==> config.mk <==
export PLATFORM = sky130hd
export DESIGN_NAME = ctm_instr_timing
export DESIGN_NICKNAME = d
export VERILOG_FILES = /design/src/ctm_instr_timing.v /design/src/ctm_op_timing.v
export VERILOG_INCLUDE_DIRS = /design/src
export SDC_FILE = /design/constraint.sdc
export NUM_CORES = 1
export LEC_CHECK = 0
export ABC_AREA = 1
export BUFFER_PORTS_ARGS = -buffer_cell sky130_fd_sc_hd__buf_2
export CAP_MARGIN = 20
export CORE_MARGIN = 2
export CORE_UTILIZATION = 40
export DETAILED_ROUTE_END_ITERATION = 10
export GPL_TIMING_DRIVEN = 0
export REMOVE_ABC_BUFFERS = 1
export SKIP_LAST_GASP = 1
export SLEW_MARGIN = 20
export SYNTH_ARGS = -nofsm -noshare
export SYNTH_HDL_FRONTEND = slang
export SYNTH_SLANG_ARGS = --single-unit
==> constraint.sdc <==
create_clock -name mclk -period 14.55 [get_ports mclk]
set_clock_uncertainty 0.05 [all_clocks]
set_input_delay 2.91 -clock mclk [delete_from_list [all_inputs] [get_ports mclk]]
set_output_delay 2.91 -clock mclk [all_outputs]
set_load 0.03 [all_outputs]
==> src/ctm_timing_map.vh <==
`ifndef CTM_TIMING_MAP_VH
`define CTM_TIMING_MAP_VH

// ****************************************************************
// widths
// ****************************************************************
`define CTM_LEN_W        2
`define CTM_CYC_W        4

// ****************************************************************
// direct address split: low half is data ram, high half is sfr space
// ****************************************************************
`define CTM_SFR_BASE     8'h80

// ****************************************************************
// external-space move opcodes (all land on program flash here)
// ****************************************************************
`define CTM_OP_XRD_DATA_POINTER  8'hE0
`define CTM_OP_XRD_R0    8'hE2
`define CTM_OP_XRD_R1    8'hE3
`define CTM_OP_XWR_DATA_POINTER  8'hF0
`define CTM_OP_XWR_R0    8'hF2
`define CTM_OP_XWR_R1    8'hF3

// ****************************************************************
// code byte moves and data pointer load
// ****************************************************************
`define CTM_OP_CODE_DATA_POINTER 8'h93
`define CTM_OP_CODE_PC   8'h83
`define CTM_OP_LOAD_DATA_POINTER 8'h90

`endif

==> src/ctm_instr_timing.v <==
`timescale 1ns/1ps
`default_nettype none
`include "ctm_timing_map.vh"

// Overview of operation
// - durations counted only in system clocks
// - most instructions: cycles equal byte count
// - failed conditional branch ends one cycle sooner
// - external-space move goes to program flash
// - no external data or program bus
// - add family: register 1/1, direct/immediate 2/2, indirect 1/2
// - subtract_with_borrow direct: two bytes, two cycles
// - logic to accumulator: 1 cycle register, else 2
// - logic to direct: immediate 3/3, accumulator 2/2
// - accumulator-only ops one byte, one cycle
// - direct-to-direct and immediate-to-direct moves 3/3
// - indirect ram writes two cycles, 1 or 2 bytes
// - data_pointer immediate load three bytes, three cycles
// - code_byte_move via data_pointer: 1 byte, 3 cycles
// - branch offset signed, from next instruction address
// - direct 0x00-0x7F ram, 0x80-0xFF sfr

module ctm_instr_timing (
  input  wire                   mclk,
  input  wire                   sys_rst,
  input  wire                   progValid,
  input  wire [7:0]             progByte,
  input  wire [15:0]            instrAddr,
  input  wire                   condMet,
  output reg                    busy_q,
  output reg                    byteTake_q,
  output reg                    instrDone_q,
  output reg  [7:0]             opcode_q,
  output reg  [7:0]             operandA_q,
  output reg  [7:0]             operandB_q,
  output reg  [`CTM_LEN_W-1:0]  instrBytes_q,
  output reg  [`CTM_CYC_W-1:0]  instrCycles_q,
  output reg                    branchTaken_q,
  output reg  [15:0]            branchTarget_q,
  output reg                    flashRead_q,
  output reg                    flashWrite_q,
  output reg                    flashViaPointer_q,
  output reg                    codeRead_q,
  output reg                    directIsSfr_q
);

  // ****************************************************************
  // sequencer states, one-hot
  // ****************************************************************
  localparam [1:0] ST_IDLE = 2'b01;
  localparam [1:0] ST_EXEC = 2'b10;

  reg  [1:0]            state_q;
  reg  [1:0]            state_d;
  reg  [`CTM_CYC_W-1:0] cnt_q;
  reg  [`CTM_CYC_W-1:0] cnt_d;
  reg  [15:0]           startAddr_q;

  wire                  inIdle = state_q[0];
  wire [7:0]            opSel  = inIdle ? progByte : opcode_q;
  wire [`CTM_LEN_W-1:0] lkBytes;
  wire [`CTM_CYC_W-1:0] lkCycles;
  wire                  lkCond;
  wire                  lkRel;

  ctm_op_timing uLookup (
    .opcode   (opSel),
    .opBytes  (lkBytes),
    .opCycles (lkCycles),
    .opCond   (lkCond),
    .opRel    (lkRel)
  );

  // ****************************************************************
  // effective length: a branch whose test fails drops its last cycle
  // ****************************************************************
  wire                  notTaken = lkCond & ~condMet;
  wire [`CTM_CYC_W-1:0] effCycles = lkCycles - {{(`CTM_CYC_W-1){1'b0}}, notTaken};
  wire                  startOp  = inIdle & progValid;
  wire                  lastCyc  = inIdle ? (startOp && effCycles == 4'd1)
                                          : (cnt_q + 4'd1 == effCycles);
  wire                  grabByte = ~inIdle && ({2'b00, lkBytes} > cnt_q);

  // the displacement is the last operand byte: live on the bus in the cycle
  // it arrives, otherwise taken from the register that captured it; a taken
  // branch can end a cycle after its last byte, so both sources are needed
  wire [7:0]  relLive  = (lkBytes == 2'd3) ? operandB_q : operandA_q;
  wire [7:0]  relByte  = ({2'b00, lkBytes} == cnt_q + 4'd1) ? progByte : relLive;
  // a one-cycle op ends on its opcode edge, before startAddr_q is loaded
  wire [15:0] baseAddr = inIdle ? instrAddr : startAddr_q;
  wire [15:0] nextAddr = baseAddr + {14'h0000, lkBytes};
  wire [15:0] relTgt   = nextAddr + {{8{relByte[7]}}, relByte};

  // ****************************************************************
  // next state: one clock per cycle count, nothing grouped
  // ****************************************************************
  always @* begin
    state_d = state_q;
    cnt_d   = cnt_q;
    case (state_q)
      ST_IDLE: begin
        cnt_d = 4'd1;
        if (startOp && !lastCyc) begin
          state_d = ST_EXEC;
        end
      end
      ST_EXEC: begin
        cnt_d = cnt_q + 4'd1;
        if (lastCyc) begin
          state_d = ST_IDLE;
        end
      end
      default: begin
        state_d = ST_IDLE;
      end
    endcase
  end

  // ****************************************************************
  // registers and registered outputs
  // ****************************************************************
  always @(posedge mclk) begin
    if (sys_rst) begin
      state_q           <= ST_IDLE;
      cnt_q             <= 4'd0;
      startAddr_q       <= 16'h0000;
      busy_q            <= 1'b0;
      byteTake_q        <= 1'b0;
      instrDone_q       <= 1'b0;
      opcode_q          <= 8'h00;
      operandA_q        <= 8'h00;
      operandB_q        <= 8'h00;
      instrBytes_q      <= 2'd0;
      instrCycles_q     <= 4'd0;
      branchTaken_q     <= 1'b0;
      branchTarget_q    <= 16'h0000;
      flashRead_q       <= 1'b0;
      flashWrite_q      <= 1'b0;
      flashViaPointer_q <= 1'b0;
      codeRead_q        <= 1'b0;
      directIsSfr_q     <= 1'b0;
    end else begin
      state_q      <= state_d;
      cnt_q        <= cnt_d;
      busy_q       <= state_d[1];
      byteTake_q   <= startOp | grabByte;
      instrDone_q  <= lastCyc;
      flashRead_q  <= 1'b0;
      flashWrite_q <= 1'b0;
      codeRead_q   <= 1'b0;
      if (startOp) begin
        opcode_q    <= progByte;
        startAddr_q <= instrAddr;
      end
      // operand bytes arrive one per cycle behind the opcode
      if (grabByte && cnt_q == 4'd1) begin
        operandA_q    <= progByte;
        directIsSfr_q <= (progByte >= `CTM_SFR_BASE);
      end
      if (grabByte && cnt_q == 4'd2) begin
        operandB_q <= progByte;
      end
      if (lastCyc) begin
        instrBytes_q   <= lkBytes;
        instrCycles_q  <= effCycles;
        branchTaken_q  <= lkRel & ~notTaken;
        // a branch that fails falls through to the next instruction
        branchTarget_q <= (lkRel & ~notTaken) ? relTgt : nextAddr;
        // no off-chip bus exists, so these always hit on-chip flash
        case (opSel)
          `CTM_OP_XRD_DATA_POINTER, `CTM_OP_XRD_R0, `CTM_OP_XRD_R1: begin
            flashRead_q       <= 1'b1;
            flashViaPointer_q <= (opSel == `CTM_OP_XRD_DATA_POINTER);
          end
          `CTM_OP_XWR_DATA_POINTER, `CTM_OP_XWR_R0, `CTM_OP_XWR_R1: begin
            flashWrite_q      <= 1'b1;
            flashViaPointer_q <= (opSel == `CTM_OP_XWR_DATA_POINTER);
          end
          `CTM_OP_CODE_DATA_POINTER, `CTM_OP_CODE_PC: begin
            codeRead_q        <= 1'b1;
            flashViaPointer_q <= (opSel == `CTM_OP_CODE_DATA_POINTER);
          end
          default: begin
            flashViaPointer_q <= flashViaPointer_q;
          end
        endcase
      end
    end
  end

endmodule

`default_nettype wire

==> src/ctm_op_timing.v <==
`timescale 1ns/1ps
`default_nettype none
`include "ctm_timing_map.vh"

module ctm_op_timing (
  input  wire [7:0]              opcode,
  output reg  [`CTM_LEN_W-1:0]   opBytes,
  output reg  [`CTM_CYC_W-1:0]   opCycles,
  output reg                     opCond,
  output reg                     opRel
);

  wire [3:0] hi = opcode[7:4];
  wire [3:0] lo = opcode[3:0];
  wire       isRn  = opcode[3];
  wire       isRi  = (lo[3:1] == 3'b011);

  // ****************************************************************
  // byte length and clock count per opcode; cycles of a conditional
  // branch are the taken figure, the caller trims one when it fails
  // ****************************************************************
  always @* begin
    opBytes  = 2'd1;
    opCycles = 4'd1;
    opCond   = 1'b0;
    opRel    = 1'b0;
    // add, add_with_carry, subtract_with_borrow
    if ((hi == 4'h2 || hi == 4'h3 || hi == 4'h9) && lo >= 4'h4) begin
      if (isRn) begin
        opBytes = 2'd1; opCycles = 4'd1;
      end else if (isRi) begin
        opBytes = 2'd1; opCycles = 4'd2;
      end else begin
        opBytes = 2'd2; opCycles = 4'd2;
      end
    // logical_and_op, logical_or_op, logical_xor_op
    end else if ((hi == 4'h4 || hi == 4'h5 || hi == 4'h6) && lo >= 4'h2) begin
      if (lo == 4'h3) begin
        opBytes = 2'd3; opCycles = 4'd3;
      end else if (lo == 4'h2) begin
        opBytes = 2'd2; opCycles = 4'd2;
      end else if (isRn) begin
        opBytes = 2'd1; opCycles = 4'd1;
      end else if (isRi) begin
        opBytes = 2'd1; opCycles = 4'd2;
      end else begin
        opBytes = 2'd2; opCycles = 4'd2;
      end
    // increment and decrement
    end else if ((hi == 4'h0 || hi == 4'h1) && lo >= 4'h4) begin
      if (lo == 4'h5) begin
        opBytes = 2'd2; opCycles = 4'd2;
      end else if (isRi) begin
        opCycles = 4'd2;
      end
    // conditional branches on carry or accumulator
    end else if ((hi >= 4'h4 && hi <= 4'h7) && lo == 4'h0) begin
      opBytes = 2'd2; opCycles = 4'd3; opCond = 1'b1; opRel = 1'b1;
    // bit test branches
    end else if ((hi >= 4'h1 && hi <= 4'h3) && lo == 4'h0) begin
      opBytes = 2'd3; opCycles = 4'd4; opCond = 1'b1; opRel = 1'b1;
    // compare and jump if not equal
    end else if (hi == 4'hB && lo >= 4'h4) begin
      opBytes = 2'd3; opCond = 1'b1; opRel = 1'b1;
      opCycles = isRi ? 4'd5 : 4'd4;
    // decrement and jump if not zero
    end else if (hi == 4'hD && (isRn || lo == 4'h5)) begin
      opCond = 1'b1; opRel = 1'b1;
      opBytes  = isRn ? 2'd2 : 2'd3;
      opCycles = isRn ? 4'd3 : 4'd4;
    end else begin
      case (opcode)
        8'h74, 8'hE5, 8'hF5, 8'h76, 8'h77, 8'hA6, 8'hA7: begin
          opBytes = 2'd2; opCycles = 4'd2;
        end
        8'h75, 8'h85, `CTM_OP_LOAD_DATA_POINTER: begin
          opBytes = 2'd3; opCycles = 4'd3;
        end
        8'hE6, 8'hE7, 8'hF6, 8'hF7: begin
          opCycles = 4'd2;
        end
        8'h86, 8'h87: begin
          opBytes = 2'd2; opCycles = 4'd2;
        end
        `CTM_OP_CODE_DATA_POINTER, `CTM_OP_CODE_PC,
        `CTM_OP_XRD_DATA_POINTER, `CTM_OP_XRD_R0, `CTM_OP_XRD_R1,
        `CTM_OP_XWR_DATA_POINTER, `CTM_OP_XWR_R0, `CTM_OP_XWR_R1: begin
          opCycles = 4'd3;
        end
        8'hA4: opCycles = 4'd4;                    // multiply
        8'h84: opCycles = 4'd8;                    // divide
        8'h80: begin
          opBytes = 2'd2; opCycles = 4'd3; opRel = 1'b1;
        end
        default: begin
          // accumulator-only ops and the rest: one byte, one cycle, except register moves with an immediate or direct operand: 2/2
          if (hi >= 4'h7 && hi != 4'hB && isRn) begin
            opBytes = (hi == 4'h7 || hi == 4'hA) ? 2'd2 : 2'd1;
            opCycles = (hi == 4'h7 || hi == 4'hA || hi == 4'h8) ? 4'd2 : 4'd1;
            if (hi == 4'h8) opBytes = 2'd2;
          end
        end
      endcase
    end
  end

endmodule

`default_nettype wire

Word-level counts from Yosys, hierarchy flattened
Cells that the tools add are included.

Output and inout port bits: 55. Bits in registers: 76.

Mux-type cells: 63. Add/subtract/negate cells: 4. Reductions and logical operators: 40. Bitwise gates (word level): 8. Equal/unequal tests: 54. Order comparisons: 9.

Operator list (count): 8-bit equality test, second input constant (23); 4-bit two-way mux (11); 2-bit two-way mux (20); 8-bit by 7-bit equality test with 1-bit output, second input constant (4); 16-bit two-way mux (2); 8-bit two-way mux (3); 1-bit two-way mux (21); 4-bit by 2-bit equality test with 1-bit output, second input constant (5); 4-bit by 3-bit equality test with 1-bit output, second input constant (5); 4-bit equality test, second input constant (5); 16-bit adder (1); 16-bit by 2-bit adder with 16-bit output (1); 1-bit logical AND (16); 4-bit one-hot mux with 4 select lines (1); 14-bit OR reduction (1); 13-bit OR reduction (1); 4-bit by 1-bit equality test with 1-bit output, second input constant (3); 4-bit by 3-bit greater-or-equal comparator with 1-bit output, second input constant (3); 12-bit OR reduction (1); 10-bit OR reduction (1); 3-bit OR reduction (3); 8-bit greater-or-equal comparator, second input constant (1); 4-bit zero test (2); 1-bit logical OR (8); other kinds (27) (36).

Logic depth before layout (Yosys ltp)
Gate-level depths: netlist of run 1.

Depth after elaboration: 22. Mapped depth: 40. Mapped depth without buffers: 37.

Cells and area by module
A second synthesis of run 1 with hierarchy kept.

Cells, all modules: 911. Area, all modules: 5669.2 sq um.

By module, submodules not included: ctm_instr_timing (cells each 790, area an instance 5072.4 sq um, instances 1, seq. area each 1521.5 sq um); ctm_op_timing (cells each 121, area an instance 596.8 sq um, instances 1, seq. area each 0.0 sq um).

Least setup slack after synthesis of run 1
Ideal clock, no wire load.

Kind: input to register. From: input progByte[3]. To: register branchTarget_q[14]. Setup slack: 7.360 ns. Cell stages on the path: 35. Data arrival time: 7.023 ns. Data required time: 14.383 ns. Path through: inv_1 > nand2_1 > nand2_4 > nand2_4 > nor2_8 > nand3_2 > nand2_2 > nor2_4 > nand2_1 > nand4_1 > nand2_1 > inv_1 > ha_1 > nor3_1 > nand3_2 > buf_2 > nor2_1 > a31oi_1 > ha_1 > fa_1 > nand3_1 > nand2_1 > a21oi_1 > nor2_1 > nor2_1 > o21ai_0 > a21boi_0 > o21ai_0 > nand2_1 > nand2_1 > nand2_1 > nand2_1 > xor2_1 > nor2_1 > o21ai_1.

Longest elaborated chain between the ends: 16.

Ends and longest elaborated chain: from (decl) (RTL line ctm_instr_timing.v:27) `input wire [7:0] progByte,`; 8-bit two-way mux (*) (RTL line ctm_instr_timing.v:60) `wire [7:0] opSel = inIdle ? progByte : opcode_q;`; 8-bit equality test (tied with other cells) (RTL line ctm_op_timing.v:72) `case (opcode)`; 14-bit OR reduction (no line) (tied with other cells); 2-bit one-hot mux with 3 select lines / 1-bit logical AND (equally long branches) (RTL line ctm_op_timing.v:72, ctm_op_timing.v:67); 2-bit two-way mux (RTL line ctm_op_timing.v:67) `end else if (hi == 4'hD && (isRn || lo == 4'h5)) begin`; 2-bit two-way mux (RTL line ctm_op_timing.v:63) `end else if (hi == 4'hB && lo >= 4'h4) begin`; 2-bit two-way mux (RTL line ctm_op_timing.v:60) `end else if ((hi >= 4'h1 && hi <= 4'h3) && lo == 4'h0) begin`; 2-bit two-way mux (RTL line ctm_op_timing.v:57) `end else if ((hi >= 4'h4 && hi <= 4'h7) && lo == 4'h0) begin`; 2-bit two-way mux (RTL line ctm_op_timing.v:50) `end else if ((hi == 4'h0 || hi == 4'h1) && lo >= 4'h4) begin`; 2-bit two-way mux (RTL line ctm_op_timing.v:37) `end else if ((hi == 4'h4 || hi == 4'h5 || hi == 4'h6) && lo >= 4'h2) begin`; 2-bit two-way mux (*) (RTL line ctm_op_timing.v:28) `if ((hi == 4'h2 || hi == 4'h3 || hi == 4'h9) && lo >= 4'h4) begin`; net lkBytes[0] (RTL line ctm_instr_timing.v:61) `` wire [`CTM_LEN_W-1:0] lkBytes; ``; branches (longest 4 deep; another with 16-bit by 2-bit adder with 16-bit output); 16-bit two-way mux (*) (RTL line ctm_instr_timing.v:168) `branchTarget_q <= (lkRel & ~notTaken) ? relTgt : nextAddr;`; to (signal assigned) (RTL line ctm_instr_timing.v:168); to (decl) (RTL line ctm_instr_timing.v:39) `output reg [15:0] branchTarget_q,`.

Mark *: on every way through the listed nets, which the timed path passes. A chain may end at the register's enable or synchronous reset.

Final worst setup path of run 1
Ends and elaborated chain as after synthesis.

==> results of run 1 <==
[path summary, 6_finish.rpt]
kind / startpoint / endpoint / slack [ns] / depth (start not counted)
min: startAddr_q[14]$_SDFFE_PP0P_ / startAddr_q[14]$_SDFFE_PP0P_ / 0.40 / 2
min reg2reg: startAddr_q[14]$_SDFFE_PP0P_ / startAddr_q[14]$_SDFFE_PP0P_ / 0.40 / 2
max reg2reg: state_q[0]$_SDFFE_PP1P_ / branchTarget_q[14]$_SDFFE_PP0P_ / 8.60 / 37
max: progByte[3] / branchTarget_q[14]$_SDFFE_PP0P_ / 6.74 / 35
[cells by family after synthesis]
kind of cell / synth area share
AO/OA/AOI/OAI: 0.172
XOR/XNOR: 0.0398
adder cells (fa/ha/maj): 0.0710
buffers and inverters: 0.0889
flip-flops: 0.277
multiplexers: 0.0164
AND/OR/NAND/NOR: 0.336
[stage by stage]
stage                     total power [mW]  hold slack [ns]  utilization  std cells
after detailed placement              1.58            0.394        0.450       1021
final                                 1.80            0.399        0.473       1037
after floorplan                       1.29            0.381            -        761
after global placement                1.56            0.392        0.446       1019
after CTS                             1.82            0.403        0.473       1037
after global routing                  2.00            0.433        0.473       1037
[cells in the mapped netlist (all sizes together), types with 4 or more instances]
cell | count | share of area
or2 | 5 | 0.0057
o31ai | 6 | 0.0082
dfxtp | 76 | 0.28
inv | 78 | 0.055
o21ai | 78 | 0.077
clkbuf | 9 | 0.0061
nor2 | 104 | 0.086
nand3 | 52 | 0.056
a31oi | 9 | 0.010
xnor2 | 6 | 0.0096
a21oi | 54 | 0.050
xor2 | 19 | 0.030
nand2 | 199 | 0.17
nand4 | 7 | 0.010
buf | 16 | 0.025
o22ai | 4 | 0.0045
mux2i | 9 | 0.016
ha | 28 | 0.064
[layer usage]
layer  share of wire  wire length, µm  vias to the layer above  GRT usage
li1                -                -                     2735          -
met1            0.47             6910                     2360      0.271
met2            0.48             7150                       90      0.359
met3           0.038              570                       15     0.0503
met4           0.014              205                        0     0.0532
met5               0                0                        -          0
[layout make-up]
type	instances	area [µm²]
multi-input combinational	604	3490
sequential	76	1520
inverter	81	318
clock inverter	6	63.8
fill	1457	7040
clock buffer	10	239
timing repair buffer	84	450
tap	176	220
[power by group through the flow]
| stage | Clock (mW) | Combinational (mW) | Sequential, mW |
|---|---|---|---|
| global placement | 0 | 1.26 | 0.304 |
| global route | 0.245 | 1.46 | 0.293 |
| detailed placement | 0 | 1.28 | 0.293 |
| CTS | 0.238 | 1.29 | 0.288 |
| finish | 0.231 | 1.28 | 0.288 |
| floorplan | 0 | 0.934 | 0.356 |
[cells in the final DEF (no fill, tap or decap), types with 19 or more instances in the layout]
cell type	n
nand2_2	26
nand2_1	160
dfxtp_1	75
o21ai_0	62
a21oi_1	52
inv_1	69
xor2_1	19
buf_2	82
nor2_1	89
nand3_1	44
ha_1	28
[worst reg2reg max path, delay by kind of cell (launching register included)]
kind,cells,cell delay (ns)
simple gates,23,2.69
compound gates,6,0.92
fa+ha+maj,3,0.91
flops,1,0.58
buf+inv,4,0.57
xor+xnor,1,0.14
[sequential cells by signal, summed over array words and instances, names as in the netlist]
register / cells
branchTarget_q: 16
startAddr_q: 16
opcode_q: 8
operandA_q: 8
operandB_q: 8
cnt_q: 4
instrCycles_q: 4
instrBytes_q: 2
state_q: 2
branchTaken_q: 1
byteTake_q: 1
codeRead_q: 1
directIsSfr_q: 1
flashRead_q: 1
flashViaPointer_q: 1
flashWrite_q: 1
instrDone_q: 1
==> results.md, run 1 <==
- Outcome: finished clean
- Root buffer cell: clkbuf_16
- DR vias: 5200
- Slowest cell on the critical path: fa_1
- Post-route cell area: 6310 µm²
- Core Area: 13300 µm²
- DIE WIDTH: 121 µm
- Grt ovf: 0
- Share of layout cells above drive strength 1: 0.224
- Routed WL: 14800 µm
- Synthesized flop and latch total: 76
- Synth Instances: 786
- Worst EP arrival: 8.00 ns
- Die area: 14700 µm²
- Clock buffer count from CTS: 9
- DRC errors left: 0
- Synth warn: 0
- Antenna violations before repair: 0
- Top cell by count, worst path: nand2_1
- Startpoint types: input pin
- Top FF cell, synth: dfxtp_1
- Switching share of power: 0.538
- Final Slew Violations: 0
- Internal Power: 833 µW
- # H-tree levels: 3
- Synth unique cells: 54
- Combinational Power Share: 0.712
- Lkg Pwr: 3.20 nW
- Clock-pin slew on the worst setup and hold paths: 0.06 ns
- WL per Instance: 14.3 µm
- CTS tree: built
- Endpoints failing setup: 0
- Reg power frac: 0.160
- Drt pass-1 iters: 5
- # rows: 42
- Rel. slew slack: 0.324
- Post-route ant nets: 0
- Antenna cells: 0
- Setup TNS: 0 ns
- Area Overhead vs Synth: 14.6%
- Switching power: 969 µW
- Syn Area/Cell: 7.00 µm²
- Number of vias per cell: 5.01
- Vias in the first global route: 4849
- VDD IR-drop max: 104 µV
- Final WS setup: 6.74 ns
- Worst Hold Class: reg2reg
- Initial core utilization: 0.412
- Worst Tran Pin Value: 1.01 ns
- Cell Pwr Density: 286 nW/µm²
- RSZ-0062 raised after global routing: false
- Ports: 83
- Max-cap violation count: 0
- Asr flop ratio synth: 0
- Sequential-to-total area share from yosys stat: 0.277
- Fin. Hold Viols: 0
- Cts hold-fix bufs: 0
- Nets: 914
- Top Family by Delay on Critical Path: simple AND/OR/NAND/NOR gates
- Largest net degree at the start of global routing: 54
- # port buffers: 82
- Clk network pwr share: 0.128
- Clock sink total: 76
- Placer Congestion: 0.893
- Final Cycle Share: 0.537
- Fmax: 128 MHz
- Critical path class: in2reg
- Post-CTS sizing: 0
- Buf+Inv Stages, Crit Path: 3
- Total setup buffers inserted after CTS: 0
- First-pass GRT wire length: 24300 µm
- Number of synthesized flops with an enable pin: 0
- Post-DP HPWL: 11100 µm
- Maximum root-to-sink buffer count: 2
- Worst Path Required: 14.74 ns
- Clock latency on the worst-skew pair: 0.35 ns
- Post-Syn Area: 5500 µm²
- Slowest stage delay, CP: 0.41 ns
- Die Y-Extent: 121 µm
- CP Max Fanout: 15
- Iter 0 DRT Violations: 264
- GRT Overall Usage: 0.212
- Min Tclk post-route: 7.81 ns
- Place WS: 6.39 ns
- Placed cell area: 6000 µm²
- Worst setup EP type: flop
Note: power is estimated with default switching activity, not from simulation.
==> inputs of run 2 (changes only) <==
Settings changed: ABC_AREA 1 to 0.
Clock period 14.55 ns to 7.35 ns, I/O delays scaled along.
==> run 2 against run 1 <==
Compared with the run above:
- utilization rose by 1.0 points
- first-iteration DRC count rose by 51%
- critical path depth fell by 10
- synthesized area rose by 0.18%
- largest power group unchanged
==> results.md, run 2 <==
- Vias in the first global route: 5033 (was 4849)
- Post-DP HPWL: 11800 µm (was 11100 µm)
- WL per Instance: 16.9 µm (was 14.3 µm)
- Commonest non-fill, non-tap cell in the layout: nand2_1 (unchanged)
- Synth warn: 0 (unchanged)
- CP Max Fanout: 18 (was 15)
- CTS tree: built (unchanged)
- VDD IR-drop max: 457 µV (was 104 µV)
- DRC errors left: 0 (unchanged)
- Worst Path Required: 7.54 ns (was 14.74 ns)
- Final Cycle Share: 0.951
- Routed WL: 16100 µm (was 14800 µm)
- Ports: 83 (unchanged)
- Clk network pwr share: 0.143 (was 0.128)
- Cts hold-fix bufs: 0 (unchanged)
- FILL cells: 1353 (was 1457)
- Final WS setup: 0.362 ns (was 6.74 ns)
- Most frequent cells in the layout: 107 x nand2_1, 81 x buf_2, 75 x dfxtp_1, 70 x a21oi_1, 68 x nor2_1 (was 160 x nand2_1, 89 x nor2_1, 82 x buf_2, 75 x dfxtp_1, 69 x inv_1)
- Post-route ant nets: 0 (unchanged)
- Antenna violations before repair: 0 (unchanged)
- Top FF cell, synth: dfxtp_1 (unchanged)
- Top-area cell type share of the netlist area: 0.276 (was 0.277)
- Internal Power: 1.58 mW (was 833 µW)
- Endpoints failing setup: 0 (unchanged)
- Worst EP arrival: 7.18 ns (was 8.00 ns)
- Lkg Pwr: 2.92 nW (was 3.20 nW)
- Outcome: finished clean (unchanged)
- Post-synth top cells: 109 x nand2_1, 76 x dfxtp_1, 72 x a21oi_1, 70 x nor2_1, 53 x mux2i_1 (was 161 x nand2_1, 89 x nor2_1, 76 x dfxtp_1, 69 x inv_1, 62 x o21ai_0)
- Switching share of power: 0.493 (was 0.538)
- Count leader, synth: nand2_1 (unchanged)
- Placer Congestion: 0.882 (was 0.893)
- Die area: 14700 µm² (about the same)
- Multi-input gate area: 3870 µm² (was 3490 µm²)
- Place WS: -0.702 ns (was 6.39 ns)
- Number of synthesized flops with an enable pin: 0 (unchanged)
- Final Core Density: 0.483 (was 0.473)
- First-pass GRT wire length: 25700 µm (was 24300 µm)
- Synthesized flop and latch total: 76 (unchanged)
- Final Slew Violations: 0 (unchanged)
- RSZ-0062 raised after global routing: false (unchanged)
- Fin. Hold Viols: 0 (unchanged)
- Maximum root-to-sink buffer count: 2 (unchanged)
- Clock-pin slew on the worst setup and hold paths: 0.06 ns (about the same)
- # port buffers: 82 (unchanged)
- Cell Pwr Density: 484 nW/µm² (was 286 nW/µm²)
- DIE WIDTH: 121 µm (about the same)
- Min Tclk post-route: 6.99 ns
- Clock latency on the worst-skew pair: 0.35 ns (about the same)
- Antenna cells: 0 (unchanged)
- Reg power frac: 0.180 (was 0.160)
- Synth top area cells: dfxtp_1 28%, mux2i_1 9.6%, nand2_1 7.4% (was dfxtp_1 28%, nand2_1 11%, ha_1 6.4%)
- Clock buffer count from CTS: 9 (unchanged)
- Nets: 830 (was 914)
- Synth unique cells: 79 (was 54)
- Slowest cell on the critical path: or3b_2 (was fa_1)
- Top Registers: branchTarget_q: 16 flops, startAddr_q: 16 flops (unchanged)
- Fmax: 143 MHz
- Share of layout cells above drive strength 1: 0.190 (was 0.224)
- Post-Syn Area: 5510 µm² (was 5500 µm²)
- Slowest stage delay, CP: 0.52 ns (was 0.41 ns)
- # rows: 42 (unchanged)
- Initial core utilization: 0.413 (was 0.412)
- Number of vias per cell: 5.58 (was 5.01)
- Post-route cell area: 6440 µm² (was 6310 µm²)
- Sequential-to-total area share from yosys stat: 0.276 (was 0.277)
- Worst setup EP type: flop (unchanged)
- Worst Tran Pin Value: 0.837 ns (was 1.01 ns)
- Top Family by Delay on Critical Path: compound AO/OA/AOI/OAI gates (was simple AND/OR/NAND/NOR gates)
- FF/Latch Area: 1530 µm² (was 1520 µm²)
- Switching power: 1.54 mW (was 969 µW)
- Drt pass-1 iters: 5 (unchanged)
- Setup TNS: 0 ns (unchanged)
- Area Overhead vs Synth: 16.9% (was 14.6%)
- GRT Overall Usage: 0.222 (was 0.212)
- Grt ovf: 0 (unchanged)
- Buf+Inv Stages, Crit Path: 2 (was 3)
- # H-tree levels: 3 (unchanged)
- Synth Instances: 712 (was 786)
- Startpoint types: input pin (unchanged)
- Combinational Power Share: 0.677 (was 0.712)
- Max-cap violation count: 0 (unchanged)
- Total power: 3.12 mW (was 1.80 mW)
- Syn Area/Cell: 7.74 µm² (was 7.00 µm²)
- Die Y-Extent: 121 µm (about the same)
- Cell taking the most area after synthesis: dfxtp_1 (unchanged)
- Core Area: 13300 µm² (unchanged)
- Placed cell area: 6020 µm² (was 6000 µm²)
- Rel. slew slack: 0.437 (was 0.324)
- Asr flop ratio synth: 0 (unchanged)
- DR vias: 5317 (was 5200)
- Root buffer cell: clkbuf_16 (unchanged)
- Largest net degree at the start of global routing: 75 (was 54)
- Iter 0 DRT Violations: 399 (was 264)
- Critical path class: in2reg (unchanged)
- Clock sink total: 76 (unchanged)
- Worst Hold Class: reg2reg (unchanged)
[run 2: cell type report]
type,count,area share
clock buffers,11,0.0410
clock inverters,5,0.00524
multi-input cells,581,0.600
well taps,176,0.0342
inverters,18,0.0105
repair buffers,86,0.0724
flip-flops and latches,76,0.237
[run 2: path summary, 6_finish.rpt]
| kind | startpoint | endpoint | slack (ns) | depth (start not counted) |
|---|---|---|---|---|
| worst max register to register | state_q[0]$_SDFFE_PP1P_ | branchTarget_q[15]$_SDFFE_PP0P_ | 0.74 | 25 |
| worst min register to register | branchTarget_q[2]$_SDFFE_PP0P_ | branchTarget_q[2]$_SDFFE_PP0P_ | 0.40 | 2 |
| worst min-delay path | branchTarget_q[2]$_SDFFE_PP0P_ | branchTarget_q[2]$_SDFFE_PP0P_ | 0.40 | 2 |
| worst max-delay path | progByte[6] | branchTarget_q[15]$_SDFFE_PP0P_ | 0.36 | 25 |
[run 2: repair_timing]
action,CTS,global route
pin swaps,0,1
gates resized for setup,5,20
setup endpoints to repair,3,6
setup buffers,0,2
[run 2: metal layers]
metal,vias up,share of wire,GRT usage
met1,2525,0.49,0.303
met4,0,0.014,0.0805
met3,14,0.043,0.0352
met5,-,0,0
li1,2664,-,-
met2,114,0.46,0.353
[run 2: kinds of logic (layout without fill, tap and decap cells)]
| group | count (synthesis) | count (layout) | synth area share |
|---|---|---|---|
| compound gates | 170 | 170 | 0.190 |
| xor+xnor | 32 | 32 | 0.0533 |
| fa+ha+maj | 30 | 30 | 0.0708 |
| buf+inv | 55 | 120 | 0.0425 |
| flops | 76 | 76 | 0.276 |
| mux | 58 | 58 | 0.106 |
| simple gates | 291 | 291 | 0.260 |
[run 2: power by group through the flow]
stage	logic (mW)	registers, mW	clock network, mW
floorplan	1.38	0.721	0
global placement	1.91	0.622	0
detailed placement	2.03	0.570	0
CTS	2.05	0.561	0.451
global route	2.36	0.572	0.467
finish	2.11	0.561	0.445
[run 2: worst reg2reg max path, stage by stage, from the launching register on]
cell and delay, ns:
dfxtp_4 0.37, buf_16 0.22, nor4_1 0.71, o21ai_1 0.27, or2_2 0.40, and3_1 0.20, nand4_1 0.09, a31o_2 0.18
ha_1 0.25, nor3_2 0.24, inv_1 0.08, nor4b_1 0.27, mux2i_1 0.20, nand2_4 0.20, a21oi_1 0.07, a21o_2 0.29
ha_2 0.41, nand3_1 0.08, or3b_2 0.52, a31oi_2 0.22, a31oi_1 0.16, o21a_1 0.26, a211oi_1 0.24, a211oi_1 0.09
and4_1 0.22, o31a_1 0.23
[run 2: metrics by stage]
step           hold WS [ns]  cells
2_1_floorplan         0.378    675
3_3_place_gp          0.389    933
3_5_place_dp          0.393    935
4_1_cts               0.400    951
5_1_grt               0.426    953
6_report              0.398    953
==> inputs of run 3 (changes only) <==
Settings changed: CORE_UTILIZATION 40 to 50, PLACE_DENSITY set to 0.71.
==> run 3 against run 2 <==
Compared with the run above:
- first-iteration DRC count grew 1.0%
- count of clock-buffer cells in the layout shrank 1
- wire length shrank 1.9%
- final cell count shrank 3.5%
- global-route usage grew 5.1 points
- total power shrank 0.74%
- via count grew 1.5%
- critical endpoint unchanged
- sequential power is essentially flat
- final area shrank 1.3%
- highest routed layer unchanged
==> results.md, run 3 (same netlist as run 2, synthesis figures left out) <==
- DR vias: 5397 (was 5317)
- Final Core Density: 0.590 (was 0.483)
- Switching share of power: 0.499 (was 0.493)
- Nets: 834 (was 830)
- Final Slew Violations: 0 (unchanged)
- Placer Congestion: 0.926 (was 0.882)
- Worst setup EP type: flop (unchanged)
- Worst EP arrival: 7.27 ns (was 7.18 ns)
- Worst Path Required: 7.56 ns (was 7.54 ns)
- Reg power frac: 0.181 (was 0.180)
- Top Family by Delay on Critical Path: compound AO/OA/AOI/OAI gates (unchanged)
- Root buffer cell: clkbuf_8 (was clkbuf_16)
- Antenna violations before repair: 0 (unchanged)
- CTS tree: built (unchanged)
- Place WS: -0.850 ns (was -0.702 ns)
- Final cell count without fillers: 920 (was 953)
- Die area: 11900 µm² (was 14700 µm²)
- Min Tclk post-route: 7.06 ns (was 6.99 ns)
- Final Cycle Share: 0.961 (was 0.951)
- Combinational Power Share: 0.715 (was 0.677)
- Worst Hold Class: reg2reg (unchanged)
- Most frequent cells in the layout: 107 x nand2_1, 81 x buf_2, 75 x dfxtp_1, 70 x a21oi_1, 67 x nor2_1 (was 107 x nand2_1, 81 x buf_2, 75 x dfxtp_1, 70 x a21oi_1, 68 x nor2_1)
- Share of layout cells above drive strength 1: 0.200 (was 0.190)
- Die Y-Extent: 109 µm (was 121 µm)
- Initial core utilization: 0.511 (was 0.413)
- Slowest cell on the critical path: a211oi_1 (was or3b_2)
- Internal Power: 1.55 mW (was 1.58 mW)
- First-pass GRT wire length: 25300 µm (was 25700 µm)
- Clock buffer count from CTS: 9 (unchanged)
- Iter 0 DRT Violations: 403 (was 399)
- # rows: 38 (was 42)
- Ports: 83 (unchanged)
- Endpoints failing setup: 0 (unchanged)
- Number of vias per cell: 5.87 (was 5.58)
- Switching power: 1.54 mW (about the same)
- Max-cap violation count: 0 (unchanged)
- Critical path class: in2reg (unchanged)
- Clock-pin slew on the worst setup and hold paths: 0.08 ns (was 0.06 ns)
- Buf+Inv Stages, Crit Path: 3 (was 2)
- Final hold slack: 0.405 ns (was 0.398 ns)
- Post-route ant nets: 0 (unchanged)
- Area Overhead vs Synth: 15.5% (was 16.9%)
- Cell Pwr Density: 486 nW/µm² (was 484 nW/µm²)
- Routed WL: 15800 µm (was 16100 µm)
- DP Cell Count: 899 (was 935)
- Outcome: finished clean (unchanged)
- Slowest stage delay, CP: 0.70 ns (was 0.52 ns)
- Placed cell area: 5980 µm² (was 6020 µm²)
- Worst Tran Pin Value: 0.930 ns (was 0.837 ns)
- VDD IR-drop max: 448 µV (was 457 µV)
- Fmax: 142 MHz (was 143 MHz)
- Post-route cell area: 6360 µm² (was 6440 µm²)
- Maximum root-to-sink buffer count: 2 (unchanged)
- Antenna cells: 0 (unchanged)
- Rel. slew slack: 0.380 (was 0.437)
- Clock latency on the worst-skew pair: 0.38 ns (was 0.35 ns)
- Vias in the first global route: 5002 (was 5033)
- CP Max Fanout: 11 (was 18)
- Final WS setup: 0.290 ns (was 0.362 ns)
- DRC errors left: 0 (unchanged)
- FILL cells: 1030 (was 1353)
- Drt pass-1 iters: 5 (unchanged)
- Fin. Hold Viols: 0 (unchanged)
- Clock sink total: 76 (unchanged)
- GRT Overall Usage: 0.273 (was 0.222)
- WL per Instance: 17.2 µm (was 16.9 µm)
- Top cell by count, worst path: a211oi_1
- Lkg Pwr: 2.91 nW (was 2.92 nW)
- Startpoint types: input pin (unchanged)
- Top Registers: branchTarget_q: 16 flops, startAddr_q: 16 flops (unchanged)
- Core Area: 10800 µm² (was 13300 µm²)
- DIE WIDTH: 109 µm (was 121 µm)
- # port buffers: 82 (unchanged)
- Commonest non-fill, non-tap cell in the layout: nand2_1 (unchanged)
- Grt ovf: 0 (unchanged)
- Clk network pwr share: 0.104 (was 0.143)
- Largest net degree at the start of global routing: 76 (was 75)
- # H-tree levels: 3 (unchanged)
- Post-DP HPWL: 11400 µm (was 11800 µm)
-- run 3: power by group through the flow --
stage / logic [mW] / registers [mW] / clock network [mW]
2_1_floorplan: 1.38 / 0.721 / 0
3_3_place_gp: 1.90 / 0.618 / 0
3_5_place_dp: 2.02 / 0.568 / 0
4_1_cts: 2.06 / 0.559 / 0.329
5_1_grt: 2.46 / 0.570 / 0.347
6_report: 2.21 / 0.560 / 0.323
-- run 3: worst paths after layout --
check	start	slack, ns	endpoint	cells after the start
worst max-delay path	progByte[3]	0.29	branchTarget_q[15]$_SDFFE_PP0P_	26
worst min-delay path	startAddr_q[15]$_SDFFE_PP0P_	0.40	startAddr_q[15]$_SDFFE_PP0P_	2
worst max register to register	state_q[0]$_SDFFE_PP1P_	0.73	branchTarget_q[15]$_SDFFE_PP0P_	27
worst min register to register	startAddr_q[15]$_SDFFE_PP0P_	0.40	startAddr_q[15]$_SDFFE_PP0P_	2
-- run 3: area by class of cell --
class                           count  area [µm²]  area share
Multi-Input combinational cell    582        3910       0.615
Sequential cell                    76        1530       0.240
Timing Repair Buffer               89         493      0.0775
Tap cell                          140         175      0.0275
Clock buffer                       10         138      0.0216
Inverter                           18        67.6      0.0106
Clock inverter                      5        52.6     0.00826
-- run 3: through the flow --
step / total power [mW] / TNS (ns)
floorplan: 2.11 / 0
global placement: 2.51 / -9.60
detailed placement: 2.59 / -3.71
CTS: 2.95 / 0
global route: 3.37 / -0.0181
finish: 3.09 / 0
-- run 3: routing by layer --
layer	vias up	global-route usage	routed length, µm
li1	2683	-	-
met4	0	0.0980	368
met2	160	0.424	7090
met5	-	0	0
met3	26	0.0395	795
met1	2528	0.384	7590
-- run 3: timing repair --
item / 4_1_cts / 5_1_grt
pin swaps: 1 / 2
gates resized for setup: 8 / 22
hold buffers: 0 / 0
cloned: 0 / 1
setup buffers: 1 / 4
setup endpoints to repair: 5 / 6
-- run 3: worst min-delay path: stages (launching register included) --
cell	delay (ns)
dfxtp_1	0.31
nand2_1	0.05
a21oi_1	0.05
